--- src/hw/stpcfg_cfg.svh ---
// Purpose: Constants for the stepper slave switch configuration block
// Assumes: 50 MHz system clock
// Notes:   Switch bit positions count from zero
`ifndef STPCFG_CFG_SVH
`define STPCFG_CFG_SVH

// Address switch
`define STPCFG_ADDR_W          4
`define STPCFG_ADDR_MASTER     4'h0
`define STPCFG_ADDR_RESET      4'h0

// Rate switch bits (bit 0 = position 1)
`define STPCFG_RATE_W          4
`define STPCFG_RATE_LO_POS     0
`define STPCFG_RATE_HI_POS     1
`define STPCFG_RATE_10M_CODE   2'h2
`define STPCFG_RATE_20M_CODE   2'h3

// Step code field
`define STPCFG_STEP_W          3
`define STPCFG_STEP_FACTORY    3'h3

// Hold switching time
`define STPCFG_HOLD_MS         150
`define STPCFG_HOLD_FAST_MS    50
`define STPCFG_CLK_HZ          50000000
`define STPCFG_HOLD_CYCLES     ((`STPCFG_HOLD_MS * (`STPCFG_CLK_HZ / 1000)))
`define STPCFG_HOLD_FAST_CYCLES ((`STPCFG_HOLD_FAST_MS * (`STPCFG_CLK_HZ / 1000)))

`endif

--- src/hw/stpcfg_pkg.sv ---
// Purpose: Types for the stepper slave switch configuration block
// Assumes: Constants come from stpcfg_cfg.svh
// Notes:   No code values on enums
package stpcfg_pkg;

    // Network rate selection
    typedef enum logic [1:0] {
        STPCFG_RATE_NONE,
        STPCFG_RATE_10M,
        STPCFG_RATE_20M
    } stpcfg_rate_t;

    // Step division selection
    typedef enum logic [2:0] {
        STPCFG_DIV_1,
        STPCFG_DIV_2,
        STPCFG_DIV_4,
        STPCFG_DIV_10,
        STPCFG_DIV_20,
        STPCFG_DIV_40
    } stpcfg_div_t;

    // Current level state
    typedef enum logic {
        STPCFG_HOLD,
        STPCFG_DRIVE
    } stpcfg_cur_t;

    // Captured configuration
    typedef struct packed {
        logic [3:0]   addr;
        stpcfg_rate_t rate;
        stpcfg_div_t  div;
        logic         hold_fast;
        logic         net_enable;
    } stpcfg_conf_t;

endpackage

--- src/hw/stpcfg_hold_timer.sv ---
// Purpose: Drive/hold current switching timer, retriggered by drive pulses
// Assumes: Pulse input synchronous to clk_sys
// Notes:   Interval counts set by parameters so simulation can shorten them
`timescale 1ns/10ps
`default_nettype none
`include "stpcfg_cfg.svh"

module stpcfg_hold_timer #(
    parameter int unsigned SLOW_CYCLES = `STPCFG_HOLD_CYCLES,
    parameter int unsigned FAST_CYCLES = `STPCFG_HOLD_FAST_CYCLES
) (
    // Clock and reset
    input  wire logic               clk_sys,
    input  wire logic               reset,
    // Control
    input  wire logic               drive_pulse,
    input  wire logic               hold_fast,
    // Status
    output logic                    drive_level,
    output logic [31:0]             idle_count
);

    // Elaboration check; a zero interval could never be counted down
    if (SLOW_CYCLES < 1 || FAST_CYCLES < 1) begin
        $error("hold timer counts must be at least one");
    end

    stpcfg_pkg::stpcfg_cur_t state_ff;
    stpcfg_pkg::stpcfg_cur_t nxt_state;
    logic [31:0]             cnt_ff;
    logic [31:0]             nxt_cnt;
    logic [31:0]             limit;

    // Any pulse restarts the interval; expiry returns to hold level
    always_comb begin
        nxt_state = state_ff;
        nxt_cnt   = cnt_ff;
        limit     = hold_fast ? FAST_CYCLES : SLOW_CYCLES;
        case (state_ff)
            stpcfg_pkg::STPCFG_HOLD: begin
                if (drive_pulse) begin
                    nxt_state = stpcfg_pkg::STPCFG_DRIVE;
                    nxt_cnt   = 32'h0;
                end
            end
            stpcfg_pkg::STPCFG_DRIVE: begin
                if (drive_pulse) begin
                    nxt_cnt = 32'h0;
                end else if (cnt_ff + 32'h1 >= limit) begin
                    nxt_state = stpcfg_pkg::STPCFG_HOLD;
                    nxt_cnt   = 32'h0;
                end else begin
                    nxt_cnt = cnt_ff + 32'h1;
                end
            end
            default: begin
                nxt_state = stpcfg_pkg::STPCFG_HOLD;
                nxt_cnt   = 32'h0;
            end
        endcase
    end

    // State registers
    always_ff @(posedge clk_sys) begin
        if (reset) begin
            state_ff <= stpcfg_pkg::STPCFG_HOLD;
            cnt_ff   <= 32'h0;
        end else begin
            state_ff <= nxt_state;
            cnt_ff   <= nxt_cnt;
        end
    end

    assign drive_level = (state_ff == stpcfg_pkg::STPCFG_DRIVE);
    assign idle_count  = cnt_ff;

endmodule

`default_nettype wire

--- src/hw/stpcfg_top.sv ---
// Purpose: Switch capture, decode and current control of a stepper slave unit
// Assumes: Switch inputs are steady during power-up; reset is the power-on reset
// Notes:   Switches are read once after reset release, never again
//          A prohibited address or rate keeps the unit off the network
//          Every step code pattern maps to a division, so it has no error flag
`timescale 1ns/10ps
`default_nettype none
`include "stpcfg_cfg.svh"

// The reset input is treated as the power-on reset: capture happens on the
// first clock after it falls, so every later reset takes a fresh reading.

// Behaviour
// - Slave address from 4-bit switch, 1 to 15
// - Address zero belongs to master only
// - Switches sampled only at power-up
// - Rate bits 10 give 10M, 11 20M
// - Pulses select drive current, idle returns hold
// - Default reversion interval is 150 ms
// - Step code decodes to six divisions
// - High and mid off give 1/40
// - Factory step setting gives 1/20
module stpcfg_top #(
    parameter int unsigned HOLD_CYCLES      = `STPCFG_HOLD_CYCLES,
    parameter int unsigned HOLD_FAST_CYCLES = `STPCFG_HOLD_FAST_CYCLES
) (
    // Clock and reset
    input  wire logic                         clk_sys,
    input  wire logic                         reset,
    // Network switches
    input  wire logic [`STPCFG_ADDR_W-1:0]    address_switch,
    input  wire logic [`STPCFG_RATE_W-1:0]    rate_switch,
    // Driver switches
    input  wire logic                         hold_time_select,
    input  wire logic                         step_code_high,
    input  wire logic                         step_code_mid,
    input  wire logic                         step_code_low,
    input  wire logic                         pulse_input_type_select,
    // Drive pulse from the pulse generator
    input  wire logic                         drive_pulse,
    // Network configuration
    output logic [`STPCFG_ADDR_W-1:0]         slave_address,
    output stpcfg_pkg::stpcfg_rate_t          net_rate,
    output logic                              net_enable,
    output logic                              config_valid,
    output logic                              addr_error,
    output logic                              rate_error,
    // Driver configuration
    output stpcfg_pkg::stpcfg_div_t           step_division,
    output logic                              pulse_type_error,
    output logic                              drive_current
);

    // Elaboration checks; the fast interval may not outlast the default one
    if (HOLD_CYCLES < 1 || HOLD_FAST_CYCLES < 1 || HOLD_FAST_CYCLES > HOLD_CYCLES) begin
        $error("hold interval counts out of range");
    end

    // The configuration word keeps a 4-bit address; a wider switch would be cut
    if (`STPCFG_ADDR_W != 4) begin
        $error("address switch width must match the configuration word");
    end

    // The upper pair of rate positions must exist to be checked for prohibited use
    if (`STPCFG_RATE_W != 4) begin
        $error("rate switch must have four positions");
    end

    // Decode helpers. They act only at the single capture edge, so they cost one
    // rank of logic in front of the configuration flops and nothing afterwards.
    // Prohibited patterns decode to a safe value rather than a guess, so a
    // miswired switch shows up as an error flag instead of a wrong setting.

    // Address check; master address is never a slave address
    // Any of 1 to 15 is a usable slave address; zero alone is refused
    function automatic logic addr_ok(input logic [`STPCFG_ADDR_W-1:0] a);
        addr_ok = (a != `STPCFG_ADDR_MASTER);
    endfunction

    // Rate decode; upper bits set count as prohibited
    function automatic stpcfg_pkg::stpcfg_rate_t rate_dec(input logic [`STPCFG_RATE_W-1:0] r);
        logic [1:0] lo;
        lo = r[`STPCFG_RATE_HI_POS:`STPCFG_RATE_LO_POS];
        if (r[`STPCFG_RATE_W-1:2] != 2'h0) begin
            // Any upper position on spoils the setting, whatever the low pair says
            rate_dec = stpcfg_pkg::STPCFG_RATE_NONE;
        end else if (lo == `STPCFG_RATE_10M_CODE) begin
            rate_dec = stpcfg_pkg::STPCFG_RATE_10M;
        end else if (lo == `STPCFG_RATE_20M_CODE) begin
            rate_dec = stpcfg_pkg::STPCFG_RATE_20M;
        end else begin
            // Low pair 00 or 01 has no rate assigned
            rate_dec = stpcfg_pkg::STPCFG_RATE_NONE;
        end
    endfunction

    // Rate usable on the network
    function automatic logic rate_ok(input stpcfg_pkg::stpcfg_rate_t r);
        rate_ok = (r != stpcfg_pkg::STPCFG_RATE_NONE);
    endfunction

    // Whole network setting usable; both checks must pass before the unit speaks
    function automatic logic net_ok(input logic [`STPCFG_ADDR_W-1:0] a,
                                    input stpcfg_pkg::stpcfg_rate_t r);
        net_ok = addr_ok(a) && rate_ok(r);
    endfunction

    // Step division decode
    function automatic stpcfg_pkg::stpcfg_div_t div_dec(input logic [2:0] s);
        case (s)
            3'h7:    div_dec = stpcfg_pkg::STPCFG_DIV_1;
            3'h6:    div_dec = stpcfg_pkg::STPCFG_DIV_2;
            3'h5:    div_dec = stpcfg_pkg::STPCFG_DIV_4;
            3'h4:    div_dec = stpcfg_pkg::STPCFG_DIV_10;
            3'h3:    div_dec = stpcfg_pkg::STPCFG_DIV_20;
            3'h2:    div_dec = stpcfg_pkg::STPCFG_DIV_40;
            // High and mid off: finest division, low bit ignored
            default: div_dec = stpcfg_pkg::STPCFG_DIV_40;
        endcase
    endfunction

    // Captured configuration and error flags, with their next values
    stpcfg_pkg::stpcfg_conf_t conf_ff;
    stpcfg_pkg::stpcfg_conf_t nxt_conf;
    logic                     captured_ff;
    logic                     nxt_captured;
    logic                     addr_err_ff;
    logic                     nxt_addr_err;
    logic                     rate_err_ff;
    logic                     nxt_rate_err;
    logic                     ptype_err_ff;
    logic                     nxt_ptype_err;
    // Live switch readings, used only at the capture edge
    logic [2:0]               step_code;
    stpcfg_pkg::stpcfg_rate_t rate_now;

    // Step code as one field, high bit first
    assign step_code = {step_code_high, step_code_mid, step_code_low};
    assign rate_now  = rate_dec(rate_switch);

    // One capture at the first edge after reset release; later switch moves are ignored.
    // captured_ff closes the gate for good, so a switch knocked while powered
    // cannot move the address or rate under a running network.
    always_comb begin
        nxt_conf      = conf_ff;
        nxt_captured  = captured_ff;
        nxt_addr_err  = addr_err_ff;
        nxt_rate_err  = rate_err_ff;
        nxt_ptype_err = ptype_err_ff;
        if (!captured_ff) begin
            nxt_captured         = 1'b1;
            nxt_conf.addr        = address_switch;
            nxt_conf.rate        = rate_now;
            nxt_conf.div         = div_dec(step_code);
            nxt_conf.hold_fast   = hold_time_select;
            nxt_addr_err         = !addr_ok(address_switch);
            nxt_rate_err         = !rate_ok(rate_now);
            // Pulse input type is only flagged; this block serves one pulse form
            nxt_ptype_err        = pulse_input_type_select;
            // Stay silent rather than join the network with a guessed setting
            nxt_conf.net_enable  = net_ok(address_switch, rate_now);
        end
    end

    // Configuration registers; reset values keep the unit offline
    // Step division resets to the factory setting so early readers see a sane value
    always_ff @(posedge clk_sys) begin
        if (reset) begin
            conf_ff.addr       <= `STPCFG_ADDR_RESET;
            conf_ff.rate       <= stpcfg_pkg::STPCFG_RATE_NONE;
            conf_ff.div        <= stpcfg_pkg::STPCFG_DIV_20;
            conf_ff.hold_fast  <= 1'b0;
            conf_ff.net_enable <= 1'b0;
            captured_ff        <= 1'b0;
            addr_err_ff        <= 1'b0;
            rate_err_ff        <= 1'b0;
            ptype_err_ff       <= 1'b0;
        end else begin
            // Capture and flags move together, so outputs never mix two readings
            conf_ff      <= nxt_conf;
            captured_ff  <= nxt_captured;
            addr_err_ff  <= nxt_addr_err;
            rate_err_ff  <= nxt_rate_err;
            ptype_err_ff <= nxt_ptype_err;
        end
    end

    // Current switching timer; uses latched hold select only.
    // Pulses are gated until capture, so a pulse that overlaps power-on reset
    // cannot start drive current before the interval choice is known.
    stpcfg_hold_timer #(
        .SLOW_CYCLES (HOLD_CYCLES),
        .FAST_CYCLES (HOLD_FAST_CYCLES)
    ) u_hold (
        .clk_sys     (clk_sys),
        .reset       (reset),
        .drive_pulse (drive_pulse && captured_ff),
        .hold_fast   (conf_ff.hold_fast),
        .drive_level (drive_current),
        .idle_count  ()
    );

    // Outputs straight from configuration flops
    // No logic sits between flop and port, so these never glitch
    assign slave_address    = conf_ff.addr;
    assign net_rate         = conf_ff.rate;
    assign net_enable       = conf_ff.net_enable;
    assign config_valid     = captured_ff;
    assign addr_error       = addr_err_ff;
    assign rate_error       = rate_err_ff;
    assign step_division    = conf_ff.div;
    assign pulse_type_error = ptype_err_ff;

endmodule

`default_nettype wire

--- config.mk ---
export PLATFORM = sky130hd
export DESIGN_NAME = stpcfg_top
export DESIGN_NICKNAME = d
export VERILOG_FILES = /design/src/hw/stpcfg_pkg.sv /design/src/hw/stpcfg_hold_timer.sv /design/src/hw/stpcfg_top.sv
export VERILOG_INCLUDE_DIRS = /design/src /design/src/hw
export SDC_FILE = /design/constraint.sdc
export NUM_CORES = 1
export LEC_CHECK = 0
export ABC_AREA = 1
export BUFFER_PORTS_ARGS = -buffer_cell sky130_fd_sc_hd__buf_4
export CAP_MARGIN = 10
export CORE_MARGIN = 8
export CORE_UTILIZATION = 45
export CTS_CLUSTER_DIAMETER = 80
export DETAILED_ROUTE_END_ITERATION = 8
export GPL_TIMING_DRIVEN = 0
export MAX_ROUTING_LAYER = met4
export SYNTH_ARGS = -nofsm -noshare
export SYNTH_HDL_FRONTEND = slang
export SYNTH_SLANG_ARGS = --single-unit
--- constraint.sdc ---
create_clock -name clk_sys -period 5.65 [get_ports clk_sys]
set_input_delay 0.565 -clock clk_sys [delete_from_list [all_inputs] [get_ports clk_sys]]
set_output_delay 0.565 -clock clk_sys [all_outputs]
set_load 0.05 [all_outputs]
[Word level (Yosys, flattened, before mapping)]
Cells that the tools add are included.
Storage, ports and cells
  flip-flop bits (word level): 48
  input port bits: 16
  output and inout bits: 15
  logic and storage cells: 43
Operators by class
  $add $sub $neg: 1
  $lt $le $gt $ge: 1
  eq/ne operators: 8
  muxes and demuxes: 14
  bitwise logic cells: 1
  reduce and logical (&&, ||, !) cells: 7
Operators by type and width (number)
  $mux 32: 3
  $pmux 32 s2: 1
  $add 32x1->32 const B: 1
  $ge 32x32->1: 1
  $mux 23: 1
  $pmux 3 s5: 1
  $eq 3x3->1 const B: 4
  $mux 2: 3
  $eq 2x2->1 const B: 2
  $mux 1: 4
  $reduce_bool 2->1: 2
  $reduce_bool 4->1: 1
  $eq 3x2->1 const B: 1
  $logic_and 1x1->1: 2
  $logic_not 1->1: 2
  $ne 2x1->1 const B: 1
  $pmux 1 s2: 1
  $not 1->1: 1

[Longest topological paths before layout]
  depth in word-level cells: 6
  depth in mapped cells: 19
  mapped depth without buffers: 18

[Cells and area by module]
Synthesis repeated with hierarchy kept, for this count alone.
Second synthesis, totals
  cell total of the unflattened synthesis: 495
  area total of the unflattened synthesis: 3354.5 µm²
By module, submodules not included
  stpcfg_hold_timer: times used 1, cells each 413, area each 2725.1 µm², seq. area each 660.6 µm²
  stpcfg_top: times used 1, cells each 82, area each 629.4 µm², seq. area each 300.3 µm²

[Least setup slack after synthesis]
Ideal clock, no wire load.
  path type: register to register
  start: register u_hold.cnt_ff[1], in the netlist u_hold.idle_count[1]
  end: register u_hold.state_ff, in the netlist u_hold.drive_level
  arrival: 2.365 ns
  data required time: 5.580 ns
  slack: 3.215 ns
  cell stages (with the launch flop): 18
  buffers on the path: 1
  clock period less this slack: 2.435 ns
  cells stage by stage: dfxtp_1 ha_1 nand2_1 nor2_2 nand2_2 nor2_1 inv_1 nor2_1 xor2_1 ha_1 nand3_1 nor2_1 nand2_1 nand2_1 nor2_4 buf_4 nand3_1 a21oi_1
On the way
  longest elaborated chain between the ends: 5
Ends and longest elaborated chain
  from (decl): RTL line stpcfg_hold_timer.sv:30  | logic [31:0] cnt_ff;
  from (signal assigned): RTL line stpcfg_hold_timer.sv:70  | cnt_ff <= nxt_cnt;
  $add 32x1->32: RTL line stpcfg_hold_timer.sv:49  | end else if (cnt_ff + 32'h1 >= limit) begin
  $ge 32x32->1: RTL line stpcfg_hold_timer.sv:49
  $mux 1: RTL line stpcfg_hold_timer.sv:49
  $mux 1: RTL line stpcfg_hold_timer.sv:47  | if (drive_pulse) begin
  $pmux 1 s2: RTL line stpcfg_hold_timer.sv:39  | case (state_ff)
  to (signal assigned): RTL line stpcfg_hold_timer.sv:66  | state_ff <= stpcfg_pkg::STPCFG_HOLD;
  to (signal assigned): RTL line stpcfg_hold_timer.sv:69  | state_ff <= nxt_state;
  to (decl): RTL line stpcfg_hold_timer.sv:28  | stpcfg_pkg::stpcfg_cur_t state_ff;
Every way passes these cells.
A chain may end at the register's enable or synchronous reset.

[Final worst setup path]
  start: register u_hold.cnt_ff[1], in the netlist u_hold.idle_count[1]
  end: register u_hold.cnt_ff[8], in the netlist u_hold.idle_count[8]
On the way
  longest elaborated chain between the ends: 5
Ends and longest elaborated chain (RTL line)
  $add 32x1->32 *: stpcfg_hold_timer.sv:49, stpcfg_hold_timer.sv:53
  $ge 32x32->1: stpcfg_hold_timer.sv:49
  $mux 32 *: stpcfg_hold_timer.sv:49
  $mux 32 *: stpcfg_hold_timer.sv:47
  $pmux 32 s2 *: stpcfg_hold_timer.sv:39
Mark *: on every way between the ends. The rest lies on a longest branch, timed or not.

==> out/metrics.yaml <==
ios: 31
cp_top_family: "simple AND/OR/NAND/NOR gates"
route.vias.total: 3033
ctsHoldBuffers: 0
port_buffers: 29
reg2regPathDepth: 17
root_buffer: "clkbuf_8"
startpoint: "u_hold.idle_count[1]"
clockBufferDepth: 2
period_share_pct: 53.61
finalSetupViolations: 0
syn_area_mm2: 0.002967
slew_violations: 0
endpoint_kind: "flip-flop"
nFillCells: 667
critical_path_class: "reg2reg"
dieArea_mm2: 0.009447
r2r_end: "u_hold.idle_count[8]"
slew_headroom_pct: 62.49
rsz0062_at_grt: "no"
area_growth_pct: 14.47
r2r_start: "u_hold.idle_count[1]"
syn_nets: 493
viasPerCell: 5.211
worstPathCellList: "ha_1, nand2_1, nor2_2, nand2_2, nor2_1, inv_1, nor2_1, xor2_1, ha_1, nand3_1, nor2_1, nand2_1, nand2_1, nor2_4, buf_4, nand4_1, a21oi_1"
numCtsBuffers: 5
ys.warnings.count: 0
h-tree-depth: 2
dp_hpwl_um: 6475
cp-endpoint: "u_hold.idle_count[8]"
min_period_ns: 3.029
die_y_um: 97.20
path_max_fanout: 10
insertion_delay_ns: 0.31
cts_tree: "yes"
crit_buf_inv: 2
cts_resized: 0
fmaxAchievable_mhz: 330.1
clock_sinks: 48
drtPass1Iterations: 4
path_depth: 17
grt_max_degree: 17
worst_pin_slew_ns: 0.5627
crit_slowest_cell: "dfxtp_1"
synth_cell_types: 27
wirelength_um: 8249
synth-seq-cells: 48
routedWlPerCell_um: 14.17
peakVddDrop_mv: 0.09900
post_cts_buffers: 0
hold_slack_ns: 0.4690
start_util_pct: 46.72
antenna_found_initial: 0
drv_cap: 0
grt_pass1_wl_um: 14150
antenna_left: 0
cpPeakStageDelay_ns: 0.40
drive_gt1_share_pct: 11.09
power_density_mw_per_mm2: 203.7
cp-start-kind: "flip-flop"
die_w_um: 97.20
nNetsFinal: 529
skew_ns: 0.007532
grt_overflow_total: 0
routabilityCongestion: 0.8981
min_path_type: "reg2reg"
rrSetupSlack_ns: 2.62
status: "complete, no violations"
finalHoldViolations: 0
num_rows: 29
grt_pass1_vias: 2965
drt_iter0_drc: 233
path_clk_slew_ns: 0.09
worstPathRequired_ns: 5.89
synthCells: 468
core_region_area_mm2: 0.006350
track_usage_pct: 18.41
ys_seq_area_share_pct: 32.39
antenna_cells: 0
drc_errors: 0
postSynthAreaPerCell_um2: 6.339
critPathArrivalTime_ns: 3.26
tns_ns: 0
p_leak_nw: 1.343
[stage by stage]
stage          instances  setup slack [ns]  cell area [µm²]  power, mW  utilization, %
3_3_place_gp         574             2.711             3281     0.4364           51.67
5_1_grt              582             2.315             3396     0.7196           53.48
3_5_place_dp         574             2.648             3281     0.4371           51.67
6_report             582             2.621             3396     0.6918           53.48
4_1_cts              582             2.612             3396     0.7012           53.48
2_1_floorplan        468             3.215             2967     0.4070               -
[report_power, final]
group / switching, mW / internal [mW]
clock: 0.130 / 0.134
combinational: 0.0540 / 0.0232
sequential: 0.00608 / 0.345
[cell families (layout without fill, tap and decap cells)]
logic type                 count (synthesis)  count (layout)  share of synthesized area [%]
AOI/OAI and AO/OA                         47              47                          8.098
and+or+nand+nor                          291             291                          44.29
adders and majority gates                  9               9                          3.796
xor gates and xnor gates                  10              10                          2.952
DFF                                       48              48                          32.39
buffers and inverters                     63             100                          8.477
[tightest hold or removal path, stage by stage, from the launching register on]
cell	delay, ns
dfxtp_1	0.32
nand2_1	0.06
a21oi_1	0.05
[routing by layer]
metal  up-vias  track usage [%]  part of all wire, %
met3         7            2.774                  4.9
met1      1359            23.67                   49
met4         0            5.325                  1.0
met5         -                -                    0
met2        70            29.01                   45
li1       1597                -                    -
[how the worst min path moves through the flow]
stage / startpoint / end / slack [ns] / cells after the start
2_1_floorplan: u_hold.idle_count[31] / u_hold.idle_count[31] / 0.44 / 2
3_3_place_gp: step_division[2] / step_division[2] / 0.45 / 2
3_5_place_dp: net_rate[0] / net_rate[0] / 0.46 / 2
4_1_cts: net_rate[0] / net_rate[0] / 0.47 / 2
5_1_grt: net_rate[0] / net_rate[0] / 0.49 / 2
6_report: net_rate[1] / net_rate[1] / 0.47 / 2
[registers in the layout, indices dropped and copies added (netlist names)]
register            cells
u_hold.idle_count      32
slave_address           4
step_division           3
net_rate                2
addr_error              1
conf_ff                 1
config_valid            1
net_enable              1
pulse_type_error        1
rate_error              1
u_hold.drive_level      1
[placed cells by master, fill, tap and decap left out, types with 12 or more instances in the layout]
cell,count
o21ai_0,12
a21oi_1,32
nand3_1,29
nor2_1,67
nand4_1,30
inv_1,45
buf_4,33
dfxtp_1,48
nand2_1,131
[cell type report]
cell class | count | area (µm²) | area share (%)
clock buffer | 5 | 68.82 | 2.027
sequential | 48 | 960.9 | 28.30
inverter | 48 | 180.2 | 5.306
multi-input combinational | 357 | 1754 | 51.66
clock inverter | 3 | 46.29 | 1.363
tap | 77 | 96.34 | 2.837
timing repair buffer | 29 | 217.7 | 6.411
buffer | 15 | 71.32 | 2.100
[cells in the mapped netlist (all sizes together)]
| library cell | n | area (µm²) |
|---|---|---|
| ha | 9 | 112.6 |
| nand3b | 2 | 15.01 |
| o21ai | 13 | 65.06 |
| buf | 4 | 30.03 |
| a22oi | 1 | 7.510 |
| or4 | 1 | 7.510 |
| nand2 | 137 | 529.3 |
| clkinv | 2 | 7.510 |
| inv | 46 | 172.7 |
| dfxtp | 48 | 960.9 |
| xnor2 | 4 | 35.03 |
| xor2 | 6 | 52.55 |
| clkbuf | 11 | 41.29 |
| o21bai | 1 | 7.510 |
| nor2 | 75 | 335.3 |
| nand4 | 30 | 187.7 |
| nor3 | 11 | 55.05 |
| and2 | 5 | 31.28 |
| nand3 | 29 | 145.1 |
| nor3b | 1 | 7.510 |
| a21oi | 32 | 160.2 |
Power figures use the tool's default switching activity.
